==> config.mk <==
export PLATFORM = sky130hd
export DESIGN_NAME = fer_recorder
export DESIGN_NICKNAME = d
export VERILOG_FILES = /design/src/logic/fer_pkg.sv /design/src/logic/fer_timer.sv /design/src/logic/fer_recorder.sv
export VERILOG_INCLUDE_DIRS = /design/src /design/src/logic
export SDC_FILE = /design/constraint.sdc
export NUM_CORES = 2
export LEC_CHECK = 0
export ABC_CLOCK_PERIOD_IN_PS = 4310
export BUFFER_PORTS_ARGS = -buffer_cell sky130_fd_sc_hd__buf_2
export CAP_MARGIN = 25
export CELL_PAD_IN_SITES_DETAIL_PLACEMENT = 1
export CELL_PAD_IN_SITES_GLOBAL_PLACEMENT = 1
export CORE_ASPECT_RATIO = 1.75
export CORE_MARGIN = 2
export CORE_UTILIZATION = 51
export DETAILED_ROUTE_END_ITERATION = 10
export PLACE_DENSITY_LB_ADDON = 0.1
export SLEW_MARGIN = 20
export SYNTH_ARGS = -nofsm -noshare
export SYNTH_HDL_FRONTEND = slang
export SYNTH_SLANG_ARGS = --single-unit
==> constraint.sdc <==
create_clock -name clock -period 4.31 [get_ports clock]
set_input_delay 0.2155 -clock clock [delete_from_list [all_inputs] [get_ports clock]]
set_output_delay 0.2155 -clock clock [all_outputs]
set_load 0.03 [all_outputs]
==> src/logic/fer_defs.svh <==
// constants of the fault event recorder: sizes, widths and timing counts
`ifndef FER_DEFS_SVH
`define FER_DEFS_SVH

`define FER_NUM_RECORDS 20
`define FER_NUM_MODULES 8
`define FER_TIME_W 16
`define FER_SEQ_W 16
`define FER_MEAS_W 16
`define FER_CLK_PERIOD_PS 10000
`define FER_TICK_TIME_PS 1000000000
`define FER_TICK_CYCLES (`FER_TICK_TIME_PS / `FER_CLK_PERIOD_PS)

`endif

==> src/logic/fer_pkg.sv <==
// types shared by the fault event recorder files
package fer_pkg;

  // recorder phase of the open fault, one-hot
  typedef enum logic [2:0] {
    FER_IDLE   = 3'b001,
    FER_ACTIVE = 3'b010,
    FER_SETTLE = 3'b100
  } fer_state_e;

  // one stored fault record
  typedef struct packed {
    logic [15:0] seq;
    logic [15:0] grid;
    logic [15:0] ttt;
    logic        ttt_valid;
    logic [15:0] dur;
    logic [15:0] meas;
    logic        tripped;
    logic        changed;
  } fer_rec_s;

endpackage

==> src/logic/fer_timer.sv <==
// saturating millisecond interval counter
`timescale 1ns/100ps
`default_nettype none

module fer_timer #(
  parameter int TW = 16
) (
  input wire logic clock,
  input wire logic reset_n,
  input wire logic clear,
  input wire logic run,
  input wire logic tick,
  output logic [TW-1:0] value
);

  logic [TW-1:0] next_value;

  // clear wins; saturate so a very long fault never wraps to a short time
  always_comb begin
    next_value = value;
    if (clear) begin
      next_value = '0;
    end else if (run && tick && value != {TW{1'b1}}) begin
      next_value = value + {{(TW-1){1'b0}}, 1'b1};
    end
  end

  always_ff @(posedge clock or negedge reset_n) begin
    if (!reset_n) begin
      value <= '0;
    end else begin
      value <= next_value;
    end
  end

endmodule
`default_nettype wire

==> src/logic/fer_recorder.sv <==
// fault event recorder: opens, times, captures and stores fault records
//
// What this block does
// - A rising edge of the combined pickup opens a new fault record, except while the previous one still waits in FER_SETTLE.
// - Combined pickup is the OR of all module pickups, combined trip the OR of all trips.
// - Measurements are stored into the open record when the trip decision is taken.
// - A nonzero capture delay postpones that storing by the delay after the trip.
// - In any-pickup mode a record is kept even if no trip followed the pickup.
// - In trips-only mode a record without a trip is discarded.
// - Closing a fault (falling combined pickup, or the delayed capture after it) raises a notification held until ack, also for a discarded record.
// - Time to trip is measured from first pickup to first trip and stored.
// - Fault duration is measured from rising to falling combined pickup.
// - Time to trip is left empty when pickup and trip came from different modules.
// - At most 20 records are held and a new one replaces the oldest when full.
// - The newest record is also kept in a separate retained copy.
// - Every record carries a flag telling whether the fault tripped.
// - Every record carries the fault number and the grid fault number.
// - Settings are not stored; a settings change marks stored records as changed.
// - The fault sequence number increments with every new fault.
`timescale 1ns/100ps
`default_nettype none
`include "fer_defs.svh"

module fer_recorder
  import fer_pkg::*;
#(
  parameter int NMOD = `FER_NUM_MODULES,
  parameter int NREC = `FER_NUM_RECORDS,
  parameter int TICK_CYCLES = `FER_TICK_CYCLES
) (
  input wire logic clock,
  input wire logic reset_n,
  input wire logic [NMOD-1:0] mod_pickup,
  input wire logic [NMOD-1:0] mod_trip,
  input wire logic [15:0] meas_value,
  input wire logic [15:0] meas_delay_ms,
  input wire logic record_any_pickup,
  input wire logic ar_cycle_active,
  input wire logic settings_changed,
  input wire logic notify_ack,
  input wire logic [4:0] rd_age,
  output logic pickup_any,
  output logic trip_any,
  output logic notify,
  output logic [15:0] notify_seq,
  output logic [4:0] record_count,
  output logic rd_valid,
  output fer_rec_s rd_rec,
  output logic nv_valid,
  output fer_rec_s nv_rec
);

  localparam int IW = (NMOD > 1) ? $clog2(NMOD) : 1;

  // refuse sizes the 5-bit count and age ports cannot serve
  if (NMOD < 1 || NREC < 2 || NREC > 31 || TICK_CYCLES < 1) begin : g_check
    $error("fer_recorder: unsupported parameter value");
  end

  fer_state_e state, next_state;
  fer_rec_s cur, next_cur;
  fer_rec_s store [NREC];
  fer_rec_s next_store [NREC];
  fer_rec_s next_rd_rec, next_nv_rec;
  logic [15:0] seq, next_seq, grid, next_grid, next_notify_seq;
  logic [IW-1:0] first_idx, next_first_idx;
  logic [4:0] head, next_head, next_record_count;
  logic delay_pend, next_delay_pend, meas_done, next_meas_done;
  logic next_notify, next_rd_valid, next_nv_valid;
  logic [31:0] tick_cnt, next_tick_cnt;
  logic tick, next_tick;
  logic pu_now, tr_now, pu_rise;
  logic do_capture, do_commit, keep, trip_first, delay_over;
  logic [15:0] ttt_val, dur_val, dly_val;
  logic [4:0] rd_addr;
  logic [5:0] rd_sum;

  // millisecond enable pulse from the system clock
  always_comb begin
    next_tick = 1'b0;
    next_tick_cnt = tick_cnt + 32'h0000_0001;
    if (tick_cnt >= 32'(TICK_CYCLES - 1)) begin
      next_tick_cnt = '0;
      next_tick = 1'b1;
    end
  end

  always_ff @(posedge clock or negedge reset_n) begin
    if (!reset_n) begin
      tick_cnt <= '0;
      tick <= 1'b0;
    end else begin
      tick_cnt <= next_tick_cnt;
      tick <= next_tick;
    end
  end

  assign pu_now = |mod_pickup;
  assign tr_now = |mod_trip;
  assign pu_rise = pu_now && !pickup_any;

  // time to trip runs until the first trip
  fer_timer #(.TW(16)) u_ttt (
    .clock(clock), .reset_n(reset_n), .clear(pu_rise && state == FER_IDLE),
    .run(state == FER_ACTIVE && !cur.tripped), .tick(tick), .value(ttt_val)
  );
  fer_timer #(.TW(16)) u_dur (
    .clock(clock), .reset_n(reset_n), .clear(pu_rise && state == FER_IDLE),
    .run(state == FER_ACTIVE), .tick(tick), .value(dur_val)
  );
  // capture delay runs from the trip decision
  fer_timer #(.TW(16)) u_dly (
    .clock(clock), .reset_n(reset_n), .clear(!delay_pend),
    .run(delay_pend), .tick(tick), .value(dly_val)
  );

  assign trip_first = (state == FER_ACTIVE) && tr_now && !cur.tripped;
  assign delay_over = delay_pend && (dly_val >= meas_delay_ms);
  // newest-first read index
  // six bits, since head plus depth overflows the five-bit index
  assign rd_sum = 6'(head) + 6'(NREC) - 6'd1 - 6'(rd_age);
  assign rd_addr = (rd_sum >= 6'(NREC)) ? 5'(rd_sum - 6'(NREC)) : rd_sum[4:0];

  // fault sequencing, capture and storing
  always_comb begin
    next_state = state;
    next_cur = cur;
    next_seq = seq;
    next_grid = grid;
    next_first_idx = first_idx;
    next_delay_pend = delay_pend;
    next_meas_done = meas_done;
    next_store = store;
    next_head = head;
    next_record_count = record_count;
    next_notify = notify;
    next_notify_seq = notify_seq;
    next_nv_rec = nv_rec;
    next_nv_valid = nv_valid;
    do_capture = 1'b0;
    do_commit = 1'b0;
    keep = 1'b0;
    case (state)
      FER_IDLE: begin
        if (pu_rise) begin
          next_state = FER_ACTIVE;
          next_seq = seq + 16'h0001;
          // reclose cycles stay on the same grid fault
          if (!ar_cycle_active) begin
            next_grid = grid + 16'h0001;
          end
          next_cur = '0;
          next_cur.seq = seq + 16'h0001;
          next_cur.grid = ar_cycle_active ? grid : grid + 16'h0001;
          next_delay_pend = 1'b0;
          next_meas_done = 1'b0;
          // lowest index wins when several modules pick up together
          for (int i = NMOD - 1; i >= 0; i--) begin
            if (mod_pickup[i]) begin
              next_first_idx = IW'(i);
            end
          end
        end
      end
      FER_ACTIVE: begin
        if (trip_first) begin
          next_cur.tripped = 1'b1;
          next_cur.ttt = ttt_val;
          next_cur.ttt_valid = mod_trip[first_idx];
          if (meas_delay_ms != 16'h0000) begin
            next_delay_pend = 1'b1;
          end else begin
            do_capture = 1'b1;
          end
        end
        if (delay_over) begin
          do_capture = 1'b1;
        end
        if (!pu_now) begin
          next_cur.dur = dur_val;
          if (delay_pend && !delay_over) begin
            next_state = FER_SETTLE;
          end else if (trip_first && meas_delay_ms != 16'h0000) begin
            next_state = FER_SETTLE;
          end else begin
            do_commit = 1'b1;
          end
        end
      end
      FER_SETTLE: begin
        // pickup already gone, waiting only for the delayed capture
        if (delay_over) begin
          do_capture = 1'b1;
          do_commit = 1'b1;
        end
      end
      default: begin
        next_state = FER_IDLE;
      end
    endcase
    if (do_capture && !meas_done) begin
      next_cur.meas = meas_value;
      next_meas_done = 1'b1;
      next_delay_pend = 1'b0;
    end
    // settings shown with old records may be stale
    if (settings_changed) begin
      for (int i = 0; i < NREC; i++) begin
        next_store[i].changed = 1'b1;
      end
      next_nv_rec.changed = 1'b1;
    end
    // ack clears, a simultaneous new notification wins
    if (notify_ack) begin
      next_notify = 1'b0;
    end
    // a trip in the very cycle the pickup falls still counts as tripped
    keep = next_cur.tripped || record_any_pickup;
    if (do_commit) begin
      next_state = FER_IDLE;
      next_delay_pend = 1'b0;
      if (keep) begin
        next_store[head] = next_cur;
        next_head = (head == 5'(NREC - 1)) ? 5'd0 : head + 5'd1;
        if (record_count != 5'(NREC)) begin
          next_record_count = record_count + 5'd1;
        end
        next_nv_rec = next_cur;
        next_nv_valid = 1'b1;
        next_notify_seq = next_cur.seq;
      end
      next_notify = 1'b1;
    end
    next_rd_valid = rd_age < record_count;
    next_rd_rec = next_rd_valid ? store[rd_addr] : '0;
  end

  always_ff @(posedge clock or negedge reset_n) begin
    if (!reset_n) begin
      state <= FER_IDLE;
      cur <= '0;
      seq <= '0;
      grid <= '0;
      first_idx <= '0;
      delay_pend <= 1'b0;
      meas_done <= 1'b0;
      store <= '{default: '0};
      head <= '0;
      record_count <= '0;
      notify <= 1'b0;
      notify_seq <= '0;
      nv_rec <= '0;
      nv_valid <= 1'b0;
      rd_rec <= '0;
      rd_valid <= 1'b0;
      pickup_any <= 1'b0;
      trip_any <= 1'b0;
    end else begin
      state <= next_state;
      cur <= next_cur;
      seq <= next_seq;
      grid <= next_grid;
      first_idx <= next_first_idx;
      delay_pend <= next_delay_pend;
      meas_done <= next_meas_done;
      store <= next_store;
      head <= next_head;
      record_count <= next_record_count;
      notify <= next_notify;
      notify_seq <= next_notify_seq;
      nv_rec <= next_nv_rec;
      nv_valid <= next_nv_valid;
      rd_rec <= next_rd_rec;
      rd_valid <= next_rd_valid;
      pickup_any <= pu_now;
      trip_any <= tr_now;
    end
  end
endmodule
`default_nettype wire

==> flow_summary.json <==
{
  "status": "finished with violations",
  "violations": "hold timing",
  "maxSlewViolCount": 0,
  "crit_required_ps": 5030,
  "die_x_um": 318,
  "worst_clock_skew_ps": 36.7,
  "syn_to_final_growth_pct": 12.6,
  "cp.arrival_ps": 4770,
  "p_sw_share_pct": 24.3,
  "drt_iter0_drc": 4329,
  "clock_power_share_pct": 44.1,
  "path_max_fanout": 22,
  "relSlewSlack_pct": 26.7,
  "final.setup.tns_ps": 0,
  "period_needed_ps": 4050,
  "p_sw_w": 0.00982,
  "yosys.area.top_type": "dfrtp_1",
  "max-cap-violations": 0,
  "final-instance-count-excl-fill": 10200,
  "wl_um": 272000,
  "clkLatencyLatePin_ps": 850,
  "cp-start-kind": "register",
  "wire_per_inst_um": 26.7,
  "critPathLaunch": "head[1]",
  "power_frac_comb_pct": 7.2,
  "cts_buffer_depth": 4,
  "clock_sinks": 2045,
  "core_um2": 171000,
  "final_common_cell": "dfrtp_1",
  "synth-seq-cells": 2045,
  "end_kind": "register",
  "cts_root_buf": "clkbuf_16",
  "rsz0062_at_grt": "false",
  "ir_drop_mv": 0.341,
  "p_per_area_nw_per_um2": 408,
  "cts_htree_levels": 4,
  "period_share_pct": 93.9,
  "antenna_found_initial": 7,
  "grtUsageTotal_pct": 31.4,
  "ys.flop_type": "dfrtp_1",
  "vias_per_cell": 6.06,
  "grt_max_degree": 135,
  "dp.cells": 9795,
  "power.internal_w": 0.0305,
  "grt_pass1_vias": 68900,
  "start_util_pct": 51.3,
  "avgSynthCellArea_um2": 11.3,
  "synth_top_area_share_pct": 58.3,
  "synth_cell_types": 68,
  "final_antenna_net_count": 0,
  "mappedNetlistArea_um2": 87800,
  "ys_warn_count": 0,
  "yosysSeqAreaShare_pct": 58.3,
  "hold_viol_final": 12,
  "leakage_nw": 45.4,
  "reg2regPathDepth": 15,
  "rows": 201,
  "final_area_um2": 98800,
  "fin_util_pct": 57.7,
  "worstSetupPathType": "register to register",
  "fmaxAchievable_ghz": 0.247,
  "yosys-top-cells-area": "dfrtp_1 (58%), mux4_2 (11%), o21ai_0 (6.5%), nand2_1 (6.5%), clkbuf_1 (2.3%)",
  "setup_violations": 0,
  "p_seq_share_pct": 48.6,
  "setup_ws_ps": 264,
  "postCtsSetupBuffers": 0,
  "grt_pass1_wl_um": 421000,
  "hp-class": "input port to asynchronous set/reset pin",
  "dp_hpwl_um": 164000,
  "dieHeight_um": 553,
  "vias": 61600,
  "clkTransAtPathRegs_ps": 70,
  "cts_buffers": 196,
  "nFillCells": 17500,
  "final_cell_mix": "dfrtp_1 (2044), nand2_1 (1519), o21ai_0 (1139)",
  "route.detailed.drc": 0,
  "placed_area_um2": 91900,
  "die_area_um2": 176000,
  "tightest_slew_ps": 1100,
  "place.gp.congestion": 0.851,
  "dpl_worst_slack_ps": 219,
  "cts_tree": "built",
  "drive_above_1_share_pct": 18.4,
  "ios": 251,
  "regToRegStartpoint": "head[1]",
  "whs_ps": -28.7,
  "synth_edf_count": 0,
  "grt_overflow": 0,
  "syn_inst": 7777,
  "drtPass1Iterations": 8,
  "async_reset_ff_share_pct": 100,
  "port-buffer-count": 250,
  "finalNetCount": 7898
}
## final timing paths
check	end	slack (ps)
min	store[645]	-30
max	rd_rec[4]	260
min in group clock	rd_valid	50
max in group asynchronous	nv_rec[30]	2850
min reg2reg	store[457]	470
max reg2reg	rd_rec[4]	260
## metal layers
metal	track usage (%)	part of all wire (%)
met5	0	0.0044
met4	13.5	4.5
met3	3.51	3.9
met2	56.2	52
met1	38.4	39
## critical path, cell delays in order (launching register included)
cell	delay (ps)
dfrtp_1	430
ha_1	330
ha_4	130
inv_1	50
fa_1	450
xor2_1	220
buf_4	170
ha_1	220
inv_1	80
o22ai_1	100
o21ba_2	190
nor3_1	220
o21a_4	580
buf_4	360
nand2_1	100
a222oi_1	260
## sequential cells by signal, indices dropped and copies added, names as in the netlist, 32 cells and up
register,count
tick_cnt,32
rd_rec,83
store,1660
cur,83
nv_rec,83
## power by group through the flow
stage,clock network (W),registers (W),logic [W]
2_1_floorplan,0,0.0200,0.00131
3_3_place_gp,0,0.0200,0.00286
3_5_place_dp,0,0.0200,0.00292
4_1_cts,0.0181,0.0196,0.00295
5_1_grt,0.0188,0.0196,0.00312
6_report,0.0178,0.0196,0.00292
## logic make-up (layout without fill, tap and decap cells)
group,after synthesis,after routing,synth area share [%]
adders and majority gates,44,44,0.636
buffers and inverters,863,1012,4.16
other,1,18,0.00427
and+or+nand+nor,2110,2110,9.63
muxes,761,761,14.9
AOI/OAI and AO/OA,1833,1833,11.2
DFF,2045,2045,58.3
xor gates and xnor gates,120,120,1.20
## per-stage QoR
step	total power, W	hold slack [ps]
final	0.0404	-28.7
after global routing	0.0415	39.7
after CTS	0.0407	12.8
after detailed placement	0.0229	284
after global placement	0.0228	290
after floorplan	0.0214	-80.1
## area by class of cell
class | instances | area, um2 | share of cell area [%]
diodes | 3 | 7.51 | 0.00760
clock buffers | 302 | 6060 | 6.13
inverters | 131 | 492 | 0.498
repair buffers | 538 | 4430 | 4.48
clock inverters | 41 | 507 | 0.513
multi-input cells | 4883 | 33400 | 33.8
flip-flops and latches | 2045 | 51200 | 51.8
well taps | 2233 | 2790 | 2.83
## cell usage after synthesis (all sizes together), types with 70 or more instances
cell	n
xnor2	70
a222oi	83
inv	131
mux2	168
o21ai	1388
buf	188
mux2i	176
a21oi	271
dfrtp	2044
clkbuf	544
nor2	373
mux4	417
nand2	1520
## what timing repair did
action                                 4_1_cts  5_1_grt
endpoints found under the hold margin      435        0
gates resized for setup                      0        0
hold buffers                                35        0
(Power assumes the default switching activity.)
